==> config.mk <==
export PLATFORM = sky130hd
export DESIGN_NAME = vt_circuit_supervisor
export DESIGN_NICKNAME = d
export VERILOG_FILES = /design/src/vts_pkg.sv /design/src/vt_circuit_supervisor.sv
export SDC_FILE = /design/constraint.sdc
export NUM_CORES = 1
export LEC_CHECK = 0
export BUFFER_PORTS_ARGS = -buffer_cell sky130_fd_sc_hd__buf_2
export CORE_AREA = 2 2 134 136
export CTS_CLUSTER_DIAMETER = 40
export DETAILED_ROUTE_END_ITERATION = 7
export DIE_AREA = 0 0 136 138
export PLACE_DENSITY = 0.76
export SLEW_MARGIN = 25
export SYNTH_ARGS = -nofsm -noshare
export SYNTH_HDL_FRONTEND = slang
export SYNTH_SLANG_ARGS = --single-unit
==> constraint.sdc <==
create_clock -name sys_clk -period 4.2 [get_ports sys_clk]
set_input_delay 1.05 -clock sys_clk [delete_from_list [all_inputs] [get_ports sys_clk]]
set_output_delay 1.05 -clock sys_clk [all_outputs]
set_load 0.02 [all_outputs]
==> src/vts_pkg.sv <==
package vts_pkg;

  // ****************************************************************
  // Operation selector and setting layout
  // ****************************************************************

  // Operation selector codes.
  typedef enum logic [1:0]
  {
    VTS_OP_OFF  = 2'b00,
    VTS_OP_NEG  = 2'b01,
    VTS_OP_ZERO = 2'b10,
    VTS_OP_SPEC = 2'b11
  } vts_op_t;

  localparam int PCT_W = 8;

  // Setting limits in percent of rated value, one percent per step.
  typedef struct packed
  {
    vts_op_t            op;
    logic [PCT_W-1:0]   res_v_limit;
    logic [PCT_W-1:0]   res_i_limit;
    logic [PCT_W-1:0]   neg_v_limit;
    logic [PCT_W-1:0]   neg_i_limit;
  } vts_cfg_t;

  // Measured magnitudes in percent of rated value.
  typedef struct packed
  {
    logic [PCT_W-1:0]   residual_voltage;
    logic [PCT_W-1:0]   residual_current;
    logic [PCT_W-1:0]   neg_seq_voltage;
    logic [PCT_W-1:0]   neg_seq_current;
  } vts_meas_t;

  // Default settings.
  localparam vts_op_t          OP_RESET          = VTS_OP_NEG;
  localparam logic [PCT_W-1:0] RES_V_LIM_RESET   = 8'h1e;
  localparam logic [PCT_W-1:0] RES_I_LIM_RESET   = 8'h0a;
  localparam logic [PCT_W-1:0] NEG_V_LIM_RESET   = 8'h0a;
  localparam logic [PCT_W-1:0] NEG_I_LIM_RESET   = 8'h0a;

  // ****************************************************************
  // Timing
  // ****************************************************************

  localparam int CLK_HZ       = 50_000_000;
  localparam int ARM_MS       = 200;
  localparam int RELEASE_MS   = 200;
  localparam int LATCH_MS     = 100;
  localparam int ARM_CYC      = ARM_MS * (CLK_HZ / 1000);
  localparam int RELEASE_CYC  = RELEASE_MS * (CLK_HZ / 1000);
  localparam int LATCH_CYC    = LATCH_MS * (CLK_HZ / 1000);
  localparam int TMR_W        = 24;

  // Interrupt bit positions.
  localparam int IRQ_W        = 2;
  localparam int IRQ_RISE     = 0;
  localparam int IRQ_FALL     = 1;

  // Register map, byte addresses.
  localparam int ADDR_W       = 8;
  localparam logic [ADDR_W-1:0] REG_CTRL   = 8'h00;
  localparam logic [ADDR_W-1:0] REG_LIMITS = 8'h04;
  localparam logic [ADDR_W-1:0] REG_STATE  = 8'h08;
  localparam logic [ADDR_W-1:0] REG_IRQ_ST = 8'h0c;
  localparam logic [ADDR_W-1:0] REG_IRQ_EN = 8'h10;
  localparam logic [ADDR_W-1:0] REG_IRQ_CL = 8'h14;

  // State of the supervision flag.
  typedef enum logic [1:0]
  {
    VTS_ST_IDLE    = 2'b00,
    VTS_ST_FAIL    = 2'b01,
    VTS_ST_RELEASE = 2'b10,
    VTS_ST_LATCHED = 2'b11
  } vts_state_t;

  // Whole state of the supervisor.
  typedef struct packed
  {
    vts_cfg_t           cfg;
    logic [IRQ_W-1:0]   irq_en;
    logic [IRQ_W-1:0]   irq_st;
    logic [31:0]        rdata;
    logic [1:0]         live_sync;
    logic [1:0]         dead_sync;
    logic [1:0]         blk_sync;
    logic [TMR_W-1:0]   live_cnt;
    logic               armed;
    vts_state_t         state;
    logic [TMR_W-1:0]   fail_cnt;
    logic [TMR_W-1:0]   rel_cnt;
    logic               failure;
  } vts_regs_t;

endpackage

==> src/vt_circuit_supervisor.sv <==
`timescale 1ns/1ps

// Behaviour
// - Zero mode: failure when residual voltage high and residual current low.
// - Negative mode: failure when negative voltage high and negative current low.
// - Special mode: residual voltage high, residual and negative currents both low.
// - Triggering allowed only after live line held continuously for 200 ms.
// - No new triggering while the dead line flag is present.
// - With live line, failure clears 200 ms after criteria cease.
// - Dead line after at least 100 ms of failure latches the failure.
// - Dead line after under 100 ms of failure clears the failure.
// - Block input disables supervision and forces the failure output low.
// - Operation selector off, negative, zero, special; negative by default; off idles.
// - Residual voltage limit in 1 % steps, default 30 %.
// - Residual current limit in 1 % steps, default 10 %.
// - Negative sequence voltage limit in 1 % steps, default 10 %.
// - Negative sequence current limit in 1 % steps, default 10 %.
// - One binary failure output showing trigger, hold and reset behaviour.
module vt_circuit_supervisor
  import vts_pkg::*;
#(
  parameter int ARM_TICKS     = ARM_CYC,
  parameter int RELEASE_TICKS = RELEASE_CYC,
  parameter int LATCH_TICKS   = LATCH_CYC
)
(
  input  wire logic                sys_clk,
  input  wire logic                reset_n,
  input  wire logic                clk_en,
  input  wire vts_pkg::vts_meas_t  meas,
  input  wire logic                live_line_flag,
  input  wire logic                dead_line_flag,
  input  wire logic                supervision_block_in,
  input  wire logic [vts_pkg::ADDR_W-1:0] reg_addr,
  input  wire logic [31:0]         reg_wdata,
  input  wire logic                reg_wr,
  input  wire logic                reg_rd,
  output logic [31:0]              reg_rdata,
  output logic                     vt_failure_out,
  output logic                     irq
);
  import vts_pkg::*;

  // ****************************************************************
  // Constants and state
  // ****************************************************************

  localparam logic [TMR_W-1:0] ARM_T = TMR_W'(ARM_TICKS);
  localparam logic [TMR_W-1:0] REL_T = TMR_W'(RELEASE_TICKS);
  localparam logic [TMR_W-1:0] LAT_T = TMR_W'(LATCH_TICKS);

  vts_regs_t s_r;
  vts_regs_t s_nxt;

  logic       live_s;
  logic       dead_s;
  logic       blk_s;
  logic       crit;
  logic       op_on;
  logic       held_long;
  logic       trig_ok;
  logic [IRQ_W-1:0] ev;
  logic [IRQ_W-1:0] clr;

  // Line flags and block come from other logic groups; two stages keep them clean.
  assign live_s = s_r.live_sync[1];
  assign dead_s = s_r.dead_sync[1];
  assign blk_s  = s_r.blk_sync[1];

  // ****************************************************************
  // Criteria
  // ****************************************************************

  // Strict compares against the stored limits.
  always_comb
  begin
    crit = 1'b0;
    case (s_r.cfg.op)
      VTS_OP_ZERO:
        crit = (meas.residual_voltage > s_r.cfg.res_v_limit) &&
               (meas.residual_current < s_r.cfg.res_i_limit);
      VTS_OP_NEG:
        crit = (meas.neg_seq_voltage > s_r.cfg.neg_v_limit) &&
               (meas.neg_seq_current < s_r.cfg.neg_i_limit);
      VTS_OP_SPEC:
        crit = (meas.residual_voltage > s_r.cfg.res_v_limit) &&
               (meas.residual_current < s_r.cfg.res_i_limit) &&
               (meas.neg_seq_current < s_r.cfg.neg_i_limit);
      VTS_OP_OFF:
        crit = 1'b0;
      default:
        crit = 1'b0;
    endcase
  end

  assign op_on     = (s_r.cfg.op != VTS_OP_OFF) && !blk_s;
  assign held_long = (s_r.fail_cnt >= LAT_T);
  // Dead line wins over a stale armed flag, so reclosing cannot trigger early.
  assign trig_ok   = op_on && s_r.armed && live_s && !dead_s;

  // Write-only clear register, decoded here so the set can win below.
  assign clr = (reg_wr && reg_addr == REG_IRQ_CL) ? reg_wdata[IRQ_W-1:0] : '0;

  // ****************************************************************
  // Next state
  // ****************************************************************

  always_comb
  begin
    s_nxt = s_r;
    ev    = '0;

    if (clk_en)
    begin
      s_nxt.live_sync = {s_r.live_sync[0], live_line_flag};
      s_nxt.dead_sync = {s_r.dead_sync[0], dead_line_flag};
      s_nxt.blk_sync  = {s_r.blk_sync[0], supervision_block_in};

      // Arming timer needs an unbroken live line indication.
      if (!live_s)
      begin
        s_nxt.live_cnt = '0;
        s_nxt.armed    = 1'b0;
      end
      else if (s_r.live_cnt >= ARM_T)
        s_nxt.armed = 1'b1;
      else
        s_nxt.live_cnt = s_r.live_cnt + 1'b1;

      // Failure flag sequence.
      if (!op_on)
      begin
        s_nxt.state    = VTS_ST_IDLE;
        s_nxt.fail_cnt = '0;
        s_nxt.rel_cnt  = '0;
      end
      else
      begin
        case (s_r.state)
          VTS_ST_IDLE:
          begin
            s_nxt.fail_cnt = '0;
            s_nxt.rel_cnt  = '0;
            if (trig_ok && crit)
              s_nxt.state = VTS_ST_FAIL;
          end
          VTS_ST_FAIL, VTS_ST_RELEASE:
          begin
            if (s_r.fail_cnt < LAT_T)
              s_nxt.fail_cnt = s_r.fail_cnt + 1'b1;
            if (dead_s)
              s_nxt.state = held_long ? VTS_ST_LATCHED
                                      : VTS_ST_IDLE;
            else if (crit)
            begin
              s_nxt.state   = VTS_ST_FAIL;
              s_nxt.rel_cnt = '0;
            end
            else if (s_r.rel_cnt + 1'b1 >= REL_T)
              s_nxt.state = VTS_ST_IDLE;
            else
            begin
              s_nxt.state   = VTS_ST_RELEASE;
              s_nxt.rel_cnt = s_r.rel_cnt + 1'b1;
            end
          end
          VTS_ST_LATCHED:
          begin
            // Held through the dead period; once live again it releases normally.
            if (!dead_s && live_s)
            begin
              s_nxt.state   = VTS_ST_RELEASE;
              s_nxt.rel_cnt = '0;
            end
          end
          default:
            s_nxt.state = VTS_ST_IDLE;
        endcase
      end
    end

    s_nxt.failure = (s_nxt.state != VTS_ST_IDLE);

    // Events: rising and falling edges of the failure flag.
    ev[IRQ_RISE] = s_nxt.failure && !s_r.failure;
    ev[IRQ_FALL] = !s_nxt.failure && s_r.failure;
    // Set wins over a simultaneous clear.
    s_nxt.irq_st = (s_r.irq_st & ~clr) | ev;

    // Register writes.
    if (reg_wr)
    begin
      case (reg_addr)
        REG_CTRL:
          s_nxt.cfg.op = vts_op_t'(reg_wdata[1:0]);
        REG_LIMITS:
        begin
          s_nxt.cfg.res_v_limit = reg_wdata[7:0];
          s_nxt.cfg.res_i_limit = reg_wdata[15:8];
          s_nxt.cfg.neg_v_limit = reg_wdata[23:16];
          s_nxt.cfg.neg_i_limit = reg_wdata[31:24];
        end
        REG_IRQ_EN:
          s_nxt.irq_en = reg_wdata[IRQ_W-1:0];
        default:
          s_nxt.irq_en = s_r.irq_en;
      endcase
    end

    // Read data, valid the cycle after the strobe; unmapped reads give zero.
    s_nxt.rdata = '0;
    if (reg_rd)
    begin
      case (reg_addr)
        REG_CTRL:
          s_nxt.rdata = {30'h0, s_r.cfg.op};
        REG_LIMITS:
          s_nxt.rdata = {s_r.cfg.neg_i_limit, s_r.cfg.neg_v_limit,
                         s_r.cfg.res_i_limit, s_r.cfg.res_v_limit};
        REG_STATE:
          s_nxt.rdata = {26'h0, s_r.state, dead_s, live_s, s_r.armed, s_r.failure};
        REG_IRQ_ST:
          s_nxt.rdata = {30'h0, s_r.irq_st};
        REG_IRQ_EN:
          s_nxt.rdata = {30'h0, s_r.irq_en};
        default:
          s_nxt.rdata = '0;
      endcase
    end
  end

  // ****************************************************************
  // State register
  // ****************************************************************

  // Asynchronous reset loads the documented defaults.
  always_ff @(posedge sys_clk or negedge reset_n)
  begin
    if (!reset_n)
    begin
      s_r                 <= '0;
      s_r.cfg.op          <= OP_RESET;
      s_r.cfg.res_v_limit <= RES_V_LIM_RESET;
      s_r.cfg.res_i_limit <= RES_I_LIM_RESET;
      s_r.cfg.neg_v_limit <= NEG_V_LIM_RESET;
      s_r.cfg.neg_i_limit <= NEG_I_LIM_RESET;
      s_r.state           <= VTS_ST_IDLE;
    end
    else
      s_r <= s_nxt;
  end

  // Failure and read data straight from flip-flops; irq is the OR of the enabled status bits.
  assign vt_failure_out = s_r.failure;
  assign reg_rdata      = s_r.rdata;
  assign irq            = |(s_r.irq_st & s_r.irq_en);

endmodule

==> results of run 1 <==
==> path summary, 6_finish.rpt <==
path | startpoint | end | slack, ns | cells after the start
worst max-delay path | s_r[1]$_DFFE_PN0P_ | s_r[18]$_DFFE_PN0P_ | 0.85 | 9
worst min-delay path | s_r[78]$_DFFE_PN0P_ | s_r[78]$_DFFE_PN0P_ | 0.50 | 1
worst max register to register | s_r[1]$_DFFE_PN0P_ | s_r[18]$_DFFE_PN0P_ | 0.85 | 9
worst min register to register | s_r[78]$_DFFE_PN0P_ | s_r[78]$_DFFE_PN0P_ | 0.50 | 1
max in group asynchronous | reset_n | s_r[121]$_DFFE_PN1P_ | 2.62 | 2
min in group asynchronous | reset_n | s_r[18]$_DFFE_PN0P_ | 0.70 | 1
==> state kept, by name, summed over array words and instances (netlist names) <==
name,count
blk_s,1
dead_s,1
live_s,1
reg_rdata,32
s_r,116
vt_failure_out,1
==> cell families after synthesis <==
kind of cell	count (synthesis)	synth area share, %
AOI/OAI and AO/OA	161	13.4
DFF	152	45.0
buffers and inverters	111	6.47
and+or+nand+nor	319	20.1
xor gates and xnor gates	30	3.10
adders and majority gates	37	5.46
muxes	49	6.41
==> cells in the final DEF, fill, tap and decap left out, drive strengths merged, types with 5 or more instances in the layout <==
cell type / n
dfrtp: 141
buf: 120
nor2: 71
nand2: 59
inv: 58
mux2: 42
and3: 40
ha: 37
o21ai: 32
nand3: 31
a21oi: 29
o31ai: 22
nand4: 22
clkbuf: 17
nor3: 17
xnor2: 16
o211ai: 16
xor2: 14
nor4: 12
or3: 12
nand2b: 11
dfstp: 11
and2: 9
or4: 9
mux2i: 7
nor3b: 7
o22ai: 5
o311ai: 5
a22o: 5
and4: 5
clkinv: 5
a31oi: 5
or2: 5
==> layout make-up <==
cell class | count | area [sq um] | share of cell area (%)
multi-input cells | 596 | 4120 | 42.8
clock buffers | 17 | 425 | 4.43
clock inverters | 15 | 136 | 1.42
well taps | 229 | 287 | 2.98
flip-flops and latches | 152 | 3820 | 39.7
repair buffers | 120 | 637 | 6.63
diodes | 1 | 2.50 | 0.0260
inverters | 50 | 188 | 1.95
==> per-stage QoR <==
| stage | std cells | total power, mW | setup slack, ns | area, sq um | util (%) |
|---|---|---|---|---|---|
| CTS | 1179 | 3.24 | 0.862 | 9600 | 54.8 |
| global route | 1180 | 3.33 | 0.695 | 9610 | 54.8 |
| finish | 1180 | 3.20 | 0.845 | 9610 | 54.8 |
| floorplan | 859 | 1.67 | 1.20 | 8470 | - |
| detailed placement | 1147 | 1.78 | 0.670 | 9040 | 51.6 |
| global placement | 1147 | 1.78 | 0.753 | 9040 | 51.6 |
==> where the power goes <==
part	internal (mW)	switching, mW	total [mW]	leakage, nW
clock network	0.780	0.665	1.45	0.271
logic	0.0954	0.131	0.227	2.03
registers	1.50	0.0312	1.53	2.06
total	2.37	0.828	3.20	4.36
==> metal layers <==
metal	up-vias	track usage (%)	part of all wire, %
li1	3246	-	-
met4	0	7.89	2.0
met5	-	0	0
met2	169	31.5	47
met1	3252	28.7	46
met3	28	3.59	4.6
==> results.md, run 1 <==
* Least-Margin Pin Slew at 0.868 ns
* First-pass iteration count of the detailed router at 5
* RSZ-0062 raised after global routing: no
* Die ar. at 18800 sq um
* Starting Density at 48.3%
* Cell family with most CP delay: simple AND/OR/NAND/NOR gates
* MaxCap Viol Count at 0
* Num Clock Sinks at 152
* Post-cts sizing count at 0
* Share of the synthesized area in the top cell type at 41.6%
* RD Place Congestion at 0.861
* CTS buffer count at 17
* CP Data Arrival Time at 3.71 ns
* First-pass GRT wire length at 31.0 mm
* Post-synth EDFFs at 0
* FFs w/ async S/R, synth at 100%
* CTS clock-pin slew for the worst setup and hold paths at 0.07 ns
* Share of layout cells above drive strength 1 at 23.5%
* Final setup fails at 0
* Most common library cells after synthesis: 141 x dfrtp_1, 71 x nor2_1, 59 x nand2_1
* Worst hold slack at 0.503 ns
* Initial antenna violation count at 1
* Relative slew slack at 42.1%
* Via count at 6695
* DRC violations left at 0
* Outcome: finished, final reports clean
* CP max stage cell: or4_1
* Hold WC Path Type: reg -> reg
* Mean Syn Cell Area at 9.87 sq um
* CTS tree: yes
* Post-CTS Setup Bufs at 0
* Max Clk Rate at 298 MHz
* Height of the chip at 138 um
* Worst setup EP type: flip-flop
* Initial drt markers at 474
* Total power divided by cell area at 333 nW/um^2
* Clock Latency Late Sink at 0.43 ns
* Floorplan row count at 49
* Pins Over Slew Limit at 0
* GRT overflow at 0
* Clock Skew at 0.00928 ns
* WL final at 18.7 mm
* Minimum clock period at 3.35 ns
* Crit-path cells: ha_1 -> and4_1 -> nand4_4 -> or3b_1 -> a211oi_1 -> o32a_1 -> o211ai_4 -> or4_1 -> a21oi_1
* DR WL/cell at 15.9 um
* Top area cells in the synthesized netlist: dfrtp_1 42%, mux2_2 5.6%, ha_1 5.5%
* Dominant synthesized flop cell: dfrtp_1
* Most area-hungry cell type in the Yosys netlist: dfrtp_1
* Vias in the first global route at 6241
* CP bufs+invs at 0
* Largest net degree at the start of global routing at 95
* Distinct cells, synth at 72
* Max clock buf depth at 2
* CP max FO at 28
* Total Neg Setup Slack at 0 ns
* Most frequent cell after synthesis: dfrtp_1
* Die width at 136 um
* Peak supply drop at 0.000304 V
* Synth-to-layout area growth at 13.4%
* # nets final at 1054
* Port bufs at 113
* Detailed placement HPWL at 13.3 mm
* Filler cells at 1556
* Fin crit share at 79.9%
* Crit path launch type: flip-flop
* I/O pins at 114
* Final Hold Fails at 0
* Total track usage at 20.4%
* CP required at 4.56 ns
* CORE AREA at 17500 sq um
* Leak pwr at 4.36 nW
* Crit-path max cell delay at 0.54 ns
* Synth Register Bits at 152
* Synthesized cell area at 8470 sq um
* Synth warnings at 0
* Post-synthesis sequential area ratio at 45.0%
* Synth Instances at 859
* Mapped Nets at 976
* Routed Antenna Nets at 0
* H-tree Lvls at 4
* WS Path Type: reg -> reg
* Vias per inst at 5.67
* Hold_buf cts at 0
* Clk Tree Root Cell: clkbuf_16
Note: power is estimated with default switching activity, not from simulation.
==> run 2: changes to the inputs <==
Clock period 4.2 ns to 3.2 ns, I/O delays scaled along.
==> results.md, run 2 (synthesis gave the netlist of run 1 again) <==
* Reg with most FFs: s_r
* Port bufs at 113
* Clock Latency Late Sink at 0.43 ns
* Leak pwr at 4.47 nW
* Pins Over Slew Limit at 0
* Fin crit share at 97.0%
* GRT overflow at 0
* Clk Tree Root Cell: clkbuf_16
* Post-layout util at 55.9%
* RD Place Congestion at 0.905
* Worst hold slack at 0.247 ns
* MaxCap Viol Count at 0
* Detailed placement HPWL at 13.8 mm
* CTS tree: yes
* Via count at 6864
* Num Clock Sinks at 152
* I/O pins at 114
* Total track usage at 21.0%
* First-pass iteration count of the detailed router at 5
* DR WL/cell at 16.5 um
* Vias per inst at 5.74
* CP Data Arrival Time at 3.41 ns
* Die width at 136 um
* Minimum clock period at 3.11 ns
* Initial antenna violation count at 1
* Crit-path cells: ha_1 -> and4_1 -> nand2_1 -> o31ai_1 -> a32oi_1 -> o32a_2 -> o21ai_0 -> a221oi_1 -> a221o_1
* Floorplan row count at 49
* Least-Margin Pin Slew at 0.689 ns
* DRC violations left at 0
* CP max stage cell: o32a_2
* CP required at 3.51 ns
* Setup WS post-layout at 0.0948 ns
* Worst setup EP type: flip-flop
* WL final at 19.7 mm
* Most common cell after layout, fill and taps aside: dfrtp_1
* Share of layout cells above drive strength 1 at 24.8%
* Finished Cell Area at 9810 sq um
* Relative slew slack at 54.1%
* Hold WC Path Type: in -> async
* Max reg flops at 116
* CTS clock-pin slew for the worst setup and hold paths at 0.06 ns
* Hold_buf cts at 0
* Max Clk Rate at 322 MHz
* Die ar. at 18800 sq um
* Vias in the first global route at 6577
* CORE AREA at 17500 sq um
* Filler cells at 1547
* Initial drt markers at 609
* CTS buffer count at 17
* Post-CTS Setup Bufs at 0
* Largest net degree at the start of global routing at 57
* Crit path launch type: flip-flop
* Post-DP Area at 9150 sq um
* RSZ-0062 raised after global routing: yes
* Clock Skew at 0.00634 ns
* Post-cts sizing count at 0
* Crit-path max cell delay at 0.46 ns
* Outcome: finished, final reports clean
* Height of the chip at 138 um
* Max clock buf depth at 2
* # nets final at 1069
* Total power at 4.45 mW
* WS Path Type: reg -> reg
* Peak supply drop at 0.000375 V
* Final Hold Fails at 0
* Starting Density at 48.3%
* DP Worst Slack at 0.0813 ns
* H-tree Lvls at 4
* Most frequent cells in the layout: 141 x dfrtp_1, 112 x buf_2, 71 x nor2_1
* First-pass GRT wire length at 31.8 mm
* Routed Antenna Nets at 0
* Total power divided by cell area at 454 nW/um^2
* Final setup fails at 0
* CP max FO at 6
* Synth-to-layout area growth at 15.7%
## run 2: area by class of cell
type | instances | area, sq um | share of cell area, %
multi-input combinational | 597 | 4150 | 42.3
sequential | 152 | 3820 | 38.9
timing repair buffer | 134 | 742 | 7.56
clock buffer | 18 | 429 | 4.38
tap | 229 | 287 | 2.92
clock inverter | 14 | 198 | 2.02
inverter | 50 | 188 | 1.91
antenna | 1 | 2.50 | 0.0255
## run 2: critical path, delay by kind of cell (launching register included)
kind,cells,cell delay (ns)
compound gates,6,1.78
simple gates,2,0.55
flops,1,0.43
fa+ha+maj,1,0.23
## run 2: layer usage
metal	track usage (%)	share of wire, %
met2	33.2	48
met4	8.44	2.6
met1	28.4	45
met5	0	0
met3	3.89	4.8
## run 2: per-stage QoR
stage | instances | TNS, ns
2_1_floorplan | 859 | 0
3_3_place_gp | 1161 | 0
3_5_place_dp | 1161 | 0
4_1_cts | 1193 | 0
5_1_grt | 1195 | -0.0729
6_report | 1195 | 0
## run 2: path summary, 6_finish.rpt
check	startpoint	end	slack, ns	cells past startpoint
max	s_r[1]$_DFFE_PN0P_	s_r[114]$_DFF_PN0_	0.09	9
min	reset_n	s_r[134]$_DFFE_PN0P_	0.25	1
max reg2reg	s_r[1]$_DFFE_PN0P_	s_r[114]$_DFF_PN0_	0.09	9
min reg2reg	s_r[33]$_DFFE_PN0P_	s_r[33]$_DFFE_PN0P_	0.50	1
max in group asynchronous	reset_n	s_r[127]$_DFFE_PN1P_	2.18	2
min in group sys_clk	s_r[33]$_DFFE_PN0P_	s_r[33]$_DFFE_PN0P_	0.50	1
## run 2: where the power goes
group,internal (mW),switching (mW)
Sequential,1.97,0.0408
Combinational,0.133,0.180
Clock,1.31,0.816
Total,3.41,1.04
